[src/rtl/aip_pkg.sv]
// Purpose: shared constants for the accelerometer interrupt pin link
// Assumes: 10 MHz system clock on both ends, SPI mode 0 link
// Notes:   register offsets are the device's 7-bit register addresses
package aip_pkg;
    // ==========================================================
    // Clock and timing
    localparam int CLK_HZ       = 10_000_000;
    localparam int BOOT_MIN_MS  = 20;
    localparam int BOOT_MAX_MS  = 50;
    localparam int SRST_MS      = 2;
    localparam int START_MIN_MS = 2;
    localparam int PULSE_US     = 50;
    localparam int BOOT_MIN_CYC = BOOT_MIN_MS * (CLK_HZ / 1000);
    localparam int BOOT_MAX_CYC = BOOT_MAX_MS * (CLK_HZ / 1000);
    localparam int SRST_CYC     = SRST_MS * (CLK_HZ / 1000);
    localparam int START_CYC    = START_MIN_MS * (CLK_HZ / 1000);
    localparam int PULSE_CYC    = PULSE_US * (CLK_HZ / 1_000_000);
    localparam int SPI_MAX_HZ   = 10_000_000;
    localparam int SCK_HALF     = 8;
    // ==========================================================
    // Device register addresses
    localparam logic [6:0] A_SRC2   = 7'h13;
    localparam logic [6:0] A_STATUS = 7'h15;
    localparam logic [6:0] A_REL    = 7'h17;
    localparam logic [6:0] A_CTL1   = 7'h18;
    localparam logic [6:0] A_CTL2   = 7'h19;
    localparam logic [6:0] A_PINC   = 7'h1c;
    localparam logic [6:0] A_WMASK  = 7'h1d;
    localparam logic [6:0] A_TMASK  = 7'h1e;
    localparam logic [6:0] A_TILTT  = 7'h22;
    localparam logic [6:0] A_WAKET  = 7'h23;
    localparam logic [6:0] A_TTH    = 7'h26;
    localparam logic [6:0] A_TTL    = 7'h27;
    localparam logic [6:0] A_FALL_THRESHOLD_REGISTER   = 7'h2c;
    localparam logic [6:0] A_FFC    = 7'h2d;
    localparam logic [6:0] A_FFCTL  = 7'h2e;
    // ==========================================================
    // Field positions
    localparam int B_OP    = 7;
    localparam int B_TAP_ENGINE_ENABLE  = 2;
    localparam int B_WAKE_ENGINE_ENABLE  = 1;
    localparam int B_TPE   = 0;
    localparam int B_SRST  = 7;
    localparam int B_LATCH = 3;
    localparam int B_POL   = 4;
    localparam int B_PEN   = 5;
    localparam int B_FALL_ENGINE_ENABLE  = 7;
    localparam int B_INT   = 4;
    localparam int B_VALID = 0;
    localparam int S_FALL  = 7;
    localparam int S_TAP   = 2;
    localparam int S_WAKE  = 1;
    localparam int S_TILT  = 0;
    localparam logic [7:0] RST_ZERO = 8'h00;
    // ==========================================================
    // Host AXI4-Lite map
    localparam logic [3:0] H_CMD    = 4'h0;
    localparam logic [3:0] H_STATUS = 4'h4;
    localparam logic [1:0] RESP_OK  = 2'b00;
    localparam logic [1:0] RESP_ERR = 2'b10;
    localparam int FRAME_BITS = 16;
endpackage : aip_pkg

[src/rtl/aip_link_if.sv]
// Purpose: SPI link plus interrupt pin between host and device
// Assumes: miso is three-stated by the device while not selected
// Notes:   nothing reads miso_oe; the host samples the miso wire directly
`timescale 1ns/100ps
`default_nettype none
interface aip_link_if;
    logic sclk;
    logic cs_n;
    logic mosi;
    logic miso;
    logic miso_oe;
    logic int_pin;
    modport dev  (input sclk, cs_n, mosi, output miso, miso_oe, int_pin);
    modport host (output sclk, cs_n, mosi, input miso, miso_oe, int_pin);
endinterface : aip_link_if
`default_nettype wire

[src/rtl/aip_device.sv]
// Purpose: accelerometer-side interrupt output, engines and SPI target
// Assumes: engine inputs and ticks come from the sensing datapath
// Notes:   frame = rw, 7-bit address, 8-bit data, msb first, mode 0
//
// How it works
// - latch mode holds pin until release
// - pulse mode gives one 50 us pulse
// - polarity bit sets idle and active level
// - pin enable bit gates the pin
// - release register read deasserts latched pin
// - release read clears sources and flag
// - boot takes 20 to 50 ms
// - ready 2 ms after soft reset
// - outputs valid after start-up delay
// - host waits two data periods entering operation
// - I2C rates up to 3.4 MHz; no I2C port here, only the SPI link is modelled
// - SPI clock up to 10 MHz
// - polling host reads flag, source, release
// - source register names engine until release
// - engines fire only when enabled
// - timers count own engine data rate
// - wake needs unmasked axis over timer
// - tilt, wake and tap masks honoured
// - tilt reports orientation stable until timer
// - fall debounce count before interrupt
// - tap jerk between low and high threshold
//
// The AXI4-Lite slave port and the placing of the registers are this design's own decisions.
`timescale 1ns/100ps
`default_nettype none
module aip_device
    import aip_pkg::*;
#(
    parameter int BOOT_CYC  = BOOT_MIN_CYC,
    parameter int SRST_W    = SRST_CYC,
    parameter int START_W   = START_CYC
)(
    input  wire logic       aclk,
    input  wire logic       aresetn,
    input  wire logic       ce,
    aip_link_if.dev         link,
    input  wire logic       tilt_tick,
    input  wire logic [5:0] tilt_orient,
    input  wire logic       wake_tick,
    input  wire logic [5:0] wake_over,
    input  wire logic       tap_tick,
    input  wire logic [7:0] tap_jerk,
    input  wire logic [5:0] tap_dir,
    input  wire logic       fall_tick,
    input  wire logic [7:0] fall_mag,
    output logic            accel_valid
);
    // ==========================================================
    // Pin synchronisers (sclk, cs_n, mosi)
    logic [2:0] s1;
    logic [2:0] s2;
    logic       sclk_d;
    always_ff @(posedge aclk)
        if (!aresetn)
        begin
            s1     <= 3'h4;
            s2     <= 3'h4;
            sclk_d <= 1'b0;
        end
        else if (ce)
        begin
            s1     <= {link.cs_n, link.sclk, link.mosi};
            s2     <= s1;
            sclk_d <= s2[1];
        end
    wire cs_act = !s2[2];
    wire rise   = cs_act && s2[1] && !sclk_d;
    wire fall   = cs_act && !s2[1] && sclk_d;

    // ==========================================================
    // Registers
    logic [7:0] ctl1, ctl2, pinc, wmask, tmask, tiltt, waket;
    logic [7:0] tap_high_threshold, ttl, fall_threshold_register, ffc, ffctl, src2;
    logic [24:0] busy_cnt;
    logic [21:0] start_cnt;
    logic [3:0]  bcnt;
    logic [14:0] rx;
    logic [7:0]  tx;
    logic        rd_rel;
    logic        srst_req;
    wire ready = (busy_cnt == '0);
    wire [15:0] frame = {rx, s2[0]};
    wire        wr_done = rise && ready && bcnt == 4'd15 && !rx[14];

    // Boot then soft reset wait; frames ignored until it ends
    always_ff @(posedge aclk)
        if (!aresetn)
            busy_cnt <= 25'(BOOT_CYC);
        else if (ce)
        begin
            if (srst_req)
                busy_cnt <= 25'(SRST_W);
            else if (!ready)
                busy_cnt <= busy_cnt - 25'd1;
        end

    always_ff @(posedge aclk)
        if (!aresetn)
        begin
            bcnt <= '0;
            rx   <= '0;
        end
        else if (ce)
        begin
            if (!cs_act)
                bcnt <= '0;
            else if (rise)
            begin
                rx   <= {rx[13:0], s2[0]};
                bcnt <= bcnt + 4'd1;
            end
        end

    function automatic logic [7:0] rd_mux(input logic [6:0] a);
        unique case (a)
            A_SRC2:   rd_mux = src2;
            A_STATUS: rd_mux = {3'h0, |src2, 3'h0, accel_valid};
            A_REL:    rd_mux = RST_ZERO;
            A_CTL1:   rd_mux = ctl1;
            A_CTL2:   rd_mux = ctl2;
            A_PINC:   rd_mux = pinc;
            A_WMASK:  rd_mux = wmask;
            A_TMASK:  rd_mux = tmask;
            A_TILTT:  rd_mux = tiltt;
            A_WAKET:  rd_mux = waket;
            A_TTH:    rd_mux = tap_high_threshold;
            A_TTL:    rd_mux = ttl;
            A_FALL_THRESHOLD_REGISTER:   rd_mux = fall_threshold_register;
            A_FFC:    rd_mux = ffc;
            A_FFCTL:  rd_mux = ffctl;
            default:  rd_mux = RST_ZERO;
        endcase
    endfunction : rd_mux

    // Read data loads after the address byte, shifts on falling edges
    always_ff @(posedge aclk)
        if (!aresetn)
        begin
            tx      <= '0;
            rd_rel  <= 1'b0;
        end
        else if (ce)
        begin
            rd_rel <= 1'b0;
            if (rise && ready && bcnt == 4'd7 && rx[6])
            begin
                tx     <= rd_mux({rx[5:0], s2[0]});
                rd_rel <= ({rx[5:0], s2[0]} == A_REL);
            end
            else if (fall)
                tx <= {tx[6:0], 1'b0};
        end

    always_ff @(posedge aclk)
        if (!aresetn)
        begin
            link.miso    <= 1'b0;
            link.miso_oe <= 1'b0;
        end
        else if (ce)
        begin
            link.miso_oe <= cs_act && ready;
            if (fall)
                link.miso <= tx[7];
        end

    always_ff @(posedge aclk)
        if (!aresetn || ce && srst_req)
        begin
            {ctl1, ctl2, pinc, wmask, tmask, tiltt} <= '0;
            {waket, tap_high_threshold, ttl, fall_threshold_register, ffc, ffctl} <= '0;
            srst_req <= 1'b0;
        end
        else if (ce && wr_done)
        begin
            unique case (frame[14:8])
                A_CTL1:  ctl1  <= frame[7:0];
                A_CTL2:
                begin
                    ctl2     <= frame[7:0];
                    srst_req <= frame[B_SRST];
                end
                A_PINC:  pinc  <= frame[7:0];
                A_WMASK: wmask <= frame[7:0];
                A_TMASK: tmask <= frame[7:0];
                A_TILTT: tiltt <= frame[7:0];
                A_WAKET: waket <= frame[7:0];
                A_TTH:   tap_high_threshold   <= frame[7:0];
                A_TTL:   ttl   <= frame[7:0];
                A_FALL_THRESHOLD_REGISTER:  fall_threshold_register  <= frame[7:0];
                A_FFC:   ffc   <= frame[7:0];
                A_FFCTL: ffctl <= frame[7:0];
                default: ;
            endcase
        end

    // Start-up delay after the operating bit is set
    always_ff @(posedge aclk)
        if (!aresetn)
        begin
            start_cnt   <= '0;
            accel_valid <= 1'b0;
        end
        else if (ce)
        begin
            if (!ctl1[B_OP])
            begin
                start_cnt   <= 22'(START_W);
                accel_valid <= 1'b0;
            end
            else if (start_cnt != '0)
                start_cnt <= start_cnt - 22'd1;
            else
                accel_valid <= 1'b1;
        end

    // ==========================================================
    // Engines; counters advance only on their own data-rate tick
    logic [5:0] tilt_cur, tilt_cand;
    logic [7:0] tilt_cnt, wake_cnt, fall_cnt;
    logic       ev_tilt, ev_wake, ev_tap, ev_fall;
    wire        run = ctl1[B_OP];

    always_ff @(posedge aclk)
        if (!aresetn)
        begin
            {tilt_cur, tilt_cand, tilt_cnt} <= '0;
            ev_tilt <= 1'b0;
        end
        else if (ce)
        begin
            ev_tilt <= 1'b0;
            if (run && ctl1[B_TPE] && tilt_tick)
            begin
                if (tilt_orient != tilt_cand)
                begin
                    tilt_cand <= tilt_orient;
                    tilt_cnt  <= '0;
                end
                else if (tilt_cnt < tiltt)
                    tilt_cnt <= tilt_cnt + 8'd1;
                else if (tilt_cand != tilt_cur)
                begin
                    tilt_cur <= tilt_cand;
                    ev_tilt  <= |(tilt_cand & ctl2[5:0]);
                end
            end
        end

    always_ff @(posedge aclk)
        if (!aresetn)
        begin
            wake_cnt <= '0;
            ev_wake  <= 1'b0;
        end
        else if (ce)
        begin
            ev_wake <= 1'b0;
            if (run && ctl1[B_WAKE_ENGINE_ENABLE] && wake_tick)
            begin
                if (!(|(wake_over & wmask[5:0])))
                    wake_cnt <= '0;
                else if (wake_cnt < waket)
                    wake_cnt <= wake_cnt + 8'd1;
                if (|(wake_over & wmask[5:0]) && wake_cnt + 8'd1 == waket)
                    ev_wake <= 1'b1;
            end
        end

    always_ff @(posedge aclk)
        if (!aresetn)
            ev_tap <= 1'b0;
        else if (ce)
            ev_tap <= run && ctl1[B_TAP_ENGINE_ENABLE] && tap_tick
                      && tap_jerk > ttl && tap_jerk < tap_high_threshold
                      && |(tap_dir & tmask[5:0]);

    always_ff @(posedge aclk)
        if (!aresetn)
        begin
            fall_cnt <= '0;
            ev_fall  <= 1'b0;
        end
        else if (ce)
        begin
            ev_fall <= 1'b0;
            if (run && ffctl[B_FALL_ENGINE_ENABLE] && fall_tick)
            begin
                if (fall_mag >= fall_threshold_register)
                    fall_cnt <= '0;
                else if (fall_cnt <= ffc)
                begin
                    fall_cnt <= fall_cnt + 8'd1;
                    ev_fall  <= (fall_cnt == ffc);
                end
            end
        end

    // ==========================================================
    // Sources, pin shaping; an event beats a same-cycle release
    logic [8:0] pulse_cnt;
    wire  [7:0] ev_vec = {ev_fall, 4'h0, ev_tap, ev_wake, ev_tilt};
    always_ff @(posedge aclk)
        if (!aresetn || ce && srst_req)
            src2 <= '0;
        else if (ce)
            src2 <= (rd_rel ? 8'h00 : src2) | ev_vec;

    always_ff @(posedge aclk)
        if (!aresetn)
            pulse_cnt <= '0;
        else if (ce)
        begin
            if (|ev_vec)
                pulse_cnt <= 9'(PULSE_CYC);
            else if (pulse_cnt != '0)
                pulse_cnt <= pulse_cnt - 9'd1;
        end

    wire active = pinc[B_LATCH] ? (pulse_cnt != '0) : |src2;
    always_ff @(posedge aclk)
        if (!aresetn)
            link.int_pin <= 1'b1;
        else if (ce)
            link.int_pin <= (pinc[B_PEN] && active)
                            ~^ pinc[B_POL];
endmodule : aip_device
`default_nettype wire

[src/flat_wrapper.sv]
// flat-port wrapper written by rule: the top's interface ports become plain ports
module aip_device_flat import aip_pkg::*;
#(
    parameter int BOOT_CYC  = BOOT_MIN_CYC,
    parameter int SRST_W    = SRST_CYC,
    parameter int START_W   = START_CYC
)
  (aclk, aresetn, ce, tilt_tick, tilt_orient, wake_tick, wake_over, tap_tick, tap_jerk, tap_dir, fall_tick, fall_mag, accel_valid, link_sclk, link_cs_n, link_mosi, link_miso, link_miso_oe, link_int_pin);
  aip_link_if link_i ();
  input  wire logic aclk;
  input  wire logic aresetn;
  input  wire logic ce;
  input  wire logic tilt_tick;
  input  wire logic [5:0] tilt_orient;
  input  wire logic wake_tick;
  input  wire logic [5:0] wake_over;
  input  wire logic tap_tick;
  input  wire logic [7:0] tap_jerk;
  input  wire logic [5:0] tap_dir;
  input  wire logic fall_tick;
  input  wire logic [7:0] fall_mag;
  output logic accel_valid;
  input wire logic [$bits(link_i.sclk)-1:0] link_sclk;
  input wire logic [$bits(link_i.cs_n)-1:0] link_cs_n;
  input wire logic [$bits(link_i.mosi)-1:0] link_mosi;
  output wire logic [$bits(link_i.miso)-1:0] link_miso;
  output wire logic [$bits(link_i.miso_oe)-1:0] link_miso_oe;
  output wire logic [$bits(link_i.int_pin)-1:0] link_int_pin;
  assign link_i.sclk = link_sclk;
  assign link_i.cs_n = link_cs_n;
  assign link_i.mosi = link_mosi;
  assign link_miso = link_i.miso;
  assign link_miso_oe = link_i.miso_oe;
  assign link_int_pin = link_i.int_pin;
  aip_device #(.BOOT_CYC(BOOT_CYC), .SRST_W(SRST_W), .START_W(START_W)) u_core (.aclk(aclk), .aresetn(aresetn), .ce(ce), .link(link_i), .tilt_tick(tilt_tick), .tilt_orient(tilt_orient), .wake_tick(wake_tick), .wake_over(wake_over), .tap_tick(tap_tick), .tap_jerk(tap_jerk), .tap_dir(tap_dir), .fall_tick(fall_tick), .fall_mag(fall_mag), .accel_valid(accel_valid));
endmodule
[config.mk]
export PLATFORM = sky130hd
export DESIGN_NAME = aip_device_flat
export DESIGN_NICKNAME = d
export VERILOG_FILES = /design/src/rtl/aip_pkg.sv /design/src/rtl/aip_link_if.sv /design/src/rtl/aip_device.sv /design/src/flat_wrapper.sv
export SDC_FILE = /design/constraint.sdc
export NUM_CORES = 1
export LEC_CHECK = 0
export BUFFER_PORTS_ARGS = -buffer_cell sky130_fd_sc_hd__buf_2
export CORE_MARGIN = 2
export CORE_UTILIZATION = 26
export DETAILED_ROUTE_END_ITERATION = 10
export GPL_TIMING_DRIVEN = 0
export PLACE_DENSITY_LB_ADDON = 0.1
export SKIP_CTS_REPAIR_TIMING = 1
export SLEW_MARGIN = 20
export SYNTH_ARGS = -nofsm -noshare
export SYNTH_HDL_FRONTEND = slang
export SYNTH_SLANG_ARGS = --single-unit
[constraint.sdc]
create_clock -name aclk -period 7.2 [get_ports aclk]
set_input_delay 0.72 -clock aclk [delete_from_list [all_inputs] [get_ports aclk]]
set_output_delay 0.72 -clock aclk [all_outputs]
set_load 0.005 [all_outputs]
==> results of run 1 <==
-- state kept, by name, indices dropped and copies added (netlist names), 9 cells and up --
register,count
u_core.busy_cnt,25
u_core.pulse_cnt,9
u_core.start_cnt,22
u_core.rx,15
-- final cells by class --
cell class / count / area share (%)
Inverter: 65 / 1.71
Tap cell: 607 / 5.31
Clock buffer: 48 / 6.29
Buffer: 76 / 2.06
Sequential cell: 235 / 32.9
Multi-Input combinational cell: 1081 / 49.5
Clock inverter: 7 / 0.613
Timing Repair Buffer: 45 / 1.58
-- critical path: cells and delay by family, from the launching register on --
kind          cells  cell delay (ns)
simple gates      5             1.88
mux               1             0.28
flops             1             0.35
buf+inv           3             0.80
fa+ha+maj         1             0.20
-- cell usage in the layout (no fill, tap or decap), types with 11 or more instances in the layout --
cell       count
dfxtp_1      235
nor2_1       193
nand2_1      128
mux2i_1      114
a21oi_1       95
clkbuf_1      80
inv_1         64
ha_1          54
nand3_1       49
buf_2         46
xnor2_1       46
o21ai_0       41
a22oi_1       34
clkbuf_16     31
nor3_1        27
nand4_1       23
nor4_1        22
xor2_1        22
nand2b_1      19
nor2b_1       17
or4_1         15
o22ai_1       11
-- metal layers --
metal	GRT usage (%)	vias to the layer above
met5	0	-
met4	5.17	0
met3	2.28	65
met2	28.1	245
met1	26.2	5177
li1	-	5337
-- per-stage QoR --
stage | setup slack, ns | std cells | utilization (%) | cell area, µm²
2_1_floorplan | 3.99 | 1457 | - | 12300
3_3_place_gp | 3.11 | 2109 | 28.5 | 13300
3_5_place_dp | 3.10 | 2109 | 28.5 | 13300
4_1_cts | 3.54 | 2164 | 30.6 | 14300
5_1_grt | 3.24 | 2164 | 30.6 | 14300
6_report | 3.54 | 2164 | 30.6 | 14300
-- cells by family (layout without fill, tap and decap cells) --
group           count (synthesis)  after routing  share of synthesized area, %
simple gates                  569            569                          23.1
compound gates                267            267                          13.9
flops                         235            235                          38.2
buf+inv                       141            241                          4.36
mux                           123            123                          10.2
xor+xnor                       68             68                          4.83
fa+ha+maj                      54             54                          5.48
-- where the power goes --
part	total [mW]	internal, mW	switching [mW]
combinational	0.163	0.0578	0.105
sequential	1.33	1.32	0.0160
clock	1.52	0.918	0.603
total	3.02	2.29	0.724
-- worst paths after layout --
path,slack (ns),depth (start not counted),from,endpoint
setup / recovery,3.54,10,u_core.busy_cnt[0],u_core.wmask[7]
setup reg to reg,3.54,10,u_core.busy_cnt[0],u_core.wmask[7]
hold reg to reg,0.47,2,u_core.pulse_cnt[8],u_core.pulse_cnt[8]
hold / removal,0.41,3,tilt_orient[0],u_core.tilt_cand[0]
==> impl_results.md, run 1 <==
- Max transition margin: 32.8%
- CTS Sinks: 235
- HPWL reported at the end of detailed placement: 33.4 mm
- Main synth FF type: dfxtp_1
- Area of the multi-input gates: 7080 µm²
- Drt first pass iters: 8
- GR Util All Layers: 18.1%
- Effective utilization at floorplan: 26.4%
- Drt initial violations: 760
- Num CTS Buffers: 30
- Largest net degree at the start of global routing: 15
- First-pass GRT wire length: 68.4 mm
- Core Footprint: 46700 µm²
- Netlist cell types: 71
- Die Y: 222 µm
- Fin nets: 1632
- Number of max-cap violations: 0
- # H-tree levels: 1
- DRC: 2
- Root Buffer: clkbuf_16
- GPL Wtd Cong: 0.938
- Syn avg cell area: 8.46 µm²
- FFs w/ async S/R, synth: 0%
- CP max-delay cell: nor3_1
- Synth-to-Final Area Change: 16.0%
- Storage element area: 4700 µm²
- Status: complete, but fails checks
- Initial antenna violation count: 0
- Met3 wire length: 1.79 mm
- Peak supply drop: 184 µV
- Remaining antenna violation count: 0
- Tmin final: 3.66 ns
- Met2 wire len: 19.1 mm
- Clk_lat worst skew: 0.58 ns
- Post-Route WL: 44.8 mm
- Final Max Slew Viols: 0
- RSZ-0062 raised after global routing: no
- Count leader, synth: dfxtp_1
- Clock-pin slew of the registers on the worst-case setup and hold paths: 0.06 ns
- Setup_tns: 0 ns
- Layout cells sized above 1: 8.22%
- Final Hold Vio Count: 0
- Row Count: 79
- Metal-1 WL: 22.6 mm
- Die area: 49200 µm²
- Routed WL per cell: 20.7 µm
- Area contributors post-synth: dfxtp_1 (38%), mux2i_1 (9.3%), nor2_1 (5.9%), ha_1 (5.5%), nand2_1 (3.9%)
- Clk_skew: 0.0153 ns
- Hold/Removal Path Class: input pin to register
- CTS tree: built
- Uppermost routed layer: met4
- Number of global-route vias before repair: 10600
- EDFF count, synth: 0
- Yosys warning count: 0
- Syn Nets: 1555
- Setup violations, final: 0
- Lkg Pwr: 5.14 nW
- Cell Pwr Density: 211 nW/µm²
- Worst EP required: 7.62 ns
- Crit Path Max Fanout: 10
- Critical path cell sequence: inv_1 > ha_1 > or3b_2 > or4_1 > buf_2 > nor3_1 > clkbuf_1 > nand2_1 > mux2i_1 > nor2_1
- Period utilisation layout: 50.9%
- Tot Pwr: 3.02 mW
- Crit path DAT: 4.09 ns
- Hold WS: 0.406 ns
- Fmax: 0.273 GHz
- Slowest stage delay, CP: 0.50 ns
- Synth area leader: dfxtp_1
- Overflow after GRT: 0
- Synth Register Bits: 235
- # IOs: 48
- Vias/cell: 5.00
- Die W: 222 µm
- Via count: 10800
- Max Buffers Root-to-Sink: 3
- N_diodes: 0
- Post-Synthesis Cell Area: 12300 µm²
- Fill cells: 5028
- Worst slew pin tran: 1.01 ns
- Seq/Total Area, Yosys: 38.2%
- CP Capture Type: register
- Cells after Synth: 1457
- Setup Crit Path Kind: register to register
- Port Buf Inserts: 45
- Post-synth top area share: 38.2%
- Failing checks: DRC
- Post-synth top cells: dfxtp_1 (235), nor2_1 (193), nand2_1 (128)
- Startpoint Class: register
Power figures use the tool's default switching activity.
==> run 2, diff against run 1 <==
==> constraint.sdc (replaced) <==
create_clock -name aclk -period 2.9 [get_ports aclk]
set_input_delay 0.29 -clock aclk [delete_from_list [all_inputs] [get_ports aclk]]
set_output_delay 0.29 -clock aclk [all_outputs]
set_load 0.005 [all_outputs]
==> run 2 against run 1 <==
Compared with the run above:
- the flow finishes with violations (DRC, hold timing, setup timing)
- sequential cell count stayed put
- sequential share of layout area fell by 1.1 points
- first-iteration DRC count decreased by 16%
- critical path depth stayed put
- wire length is 1.8% lower
- fmax rose by 21%
- worst setup slack got worse by 3.7 ns
- non-clock buffer count rose by 22
- power grew 150%
- sequential power rose by 150%
- final cell count is 1.1% higher
- die area did not move
- largest power group unchanged
==> impl_results.md, run 2 (same netlist as run 1, synthesis figures left out) <==
- Status: complete, but fails checks
- Failing checks: DRC, hold timing, setup timing
- Largest registers: u_core.busy_cnt: 25 flops, u_core.start_cnt: 22 flops, u_core.rx: 15 flops
- Final core utilization: 31.7%
- Most common cell after layout, fill and taps aside: dfxtp_1
- Max reg flops: 25
- Post-route setup slack: -0.128 ns
- Largest Register: u_core.busy_cnt
- Max transition margin: 32.4%
- Clk_lat worst skew: 0.57 ns
- CP Capture Type: register
- Root Buffer: clkbuf_16
- Row Count: 79
- Cell Pwr Density: 502 nW/µm²
- Num CTS Buffers: 30
- Initial antenna violation count: 0
- Area of placed instances: 13300 µm²
- Synth-to-Final Area Change: 20.1%
- Post-Route WL: 44.0 mm
- Routed WL per cell: 20.1 µm
- GPL Wtd Cong: 0.917
- # IOs: 48
- Final Hold Vio Count: 2
- DRC: 3
- Setup violations, final: 42
- Core Footprint: 46700 µm²
- Via count: 11000
- CTS tree: built
- Clock-pin slew of the registers on the worst-case setup and hold paths: 0.06 ns
- Fin nets: 1654
- Port Buf Inserts: 45
- N_diodes: 0
- Remaining antenna violation count: 0
- Most frequent cells in the layout: dfxtp_1 (231), nor2_1 (193), nand2_1 (126)
- Die Y: 222 µm
- Dpl cells: 2109
- Vias/cell: 5.02
- RSZ-0062 raised after global routing: yes
- Hold Path Stages: 3
- Fmax: 0.330 GHz
- Crit path DAT: 3.45 ns
- Hold/Removal Path Class: input pin to register
- HPWL reported at the end of detailed placement: 32.7 mm
- Drt initial violations: 638
- Number of global-route vias before repair: 10500
- Die area: 49200 µm²
- Period utilisation layout: 104%
- Largest net degree at the start of global routing: 15
- Layout cells sized above 1: 12.2%
- GR Util All Layers: 17.7%
- Worst slew pin tran: 1.01 ns
- Startpoint Class: register
- Setup Crit Path Kind: register to register
- Setup_tns: -2.91 ns
- Die W: 222 µm
- Final Max Slew Viols: 0
- Tot Pwr: 7.44 mW
- Lkg Pwr: 5.38 nW
- Tmin final: 3.03 ns
- Clk_skew: 0.0116 ns
- Drt first pass iters: 8
- Crit Path Max Fanout: 8
- Effective utilization at floorplan: 26.4%
- Cell area after layout: 14800 µm²
- Worst slack, placed: -0.764 ns
- # H-tree levels: 1
- Worst r2r path cells: 10
- Hold WS: -0.0178 ns
- Max Buffers Root-to-Sink: 3
- CTS Sinks: 235
- Finished Layout Cells: 2187
- First-pass GRT wire length: 67.5 mm
- Peak supply drop: 303 µV
- Number of max-cap violations: 0
- Overflow after GRT: 0
- Worst EP required: 3.33 ns
## run 2: cell type report
class / instances / area, µm²
fill: 4971 / 31800
multi-input combinational: 1081 / 7270
sequential: 235 / 4710
clock buffer: 49 / 903
tap: 607 / 759
timing repair buffer: 71 / 522
buffer: 72 / 328
inverter: 65 / 249
clock inverter: 7 / 62.6
## run 2: critical path: stages (launching register included)
cell,delay (ns)
dfxtp_4,0.35
inv_4,0.07
ha_4,0.14
or3b_4,0.37
or4_4,0.55
or4_4,0.55
buf_12,0.16
nor4_4,0.26
buf_12,0.18
mux2i_1,0.18
nor2_1,0.06
## run 2: worst paths after layout
check	start	endpoint	slack (ns)
max	u_core.busy_cnt[0]	u_core.tmask[0]	-0.13
min reg2reg	u_core.tx[0]	u_core.tx[0]	0.46
min	tilt_orient[3]	u_core.tilt_cand[3]	-0.02
max reg2reg	u_core.busy_cnt[0]	u_core.tmask[0]	-0.13
## run 2: where the power goes
part	switching, mW	internal (mW)	leakage, nW
sequential	0.0413	3.27	1.90
clock	1.50	2.20	0.473
combinational	0.273	0.168	3.01
## run 2: per-layer routing
metal / up-vias / part of all wire [%] / track usage, %
met4: 0 / 2.4 / 4.71
li1: 5413 / - / -
met3: 59 / 3.8 / 1.79
met5: - / 0 / 0
met1: 5246 / 50 / 25.5
met2: 252 / 44 / 28.0
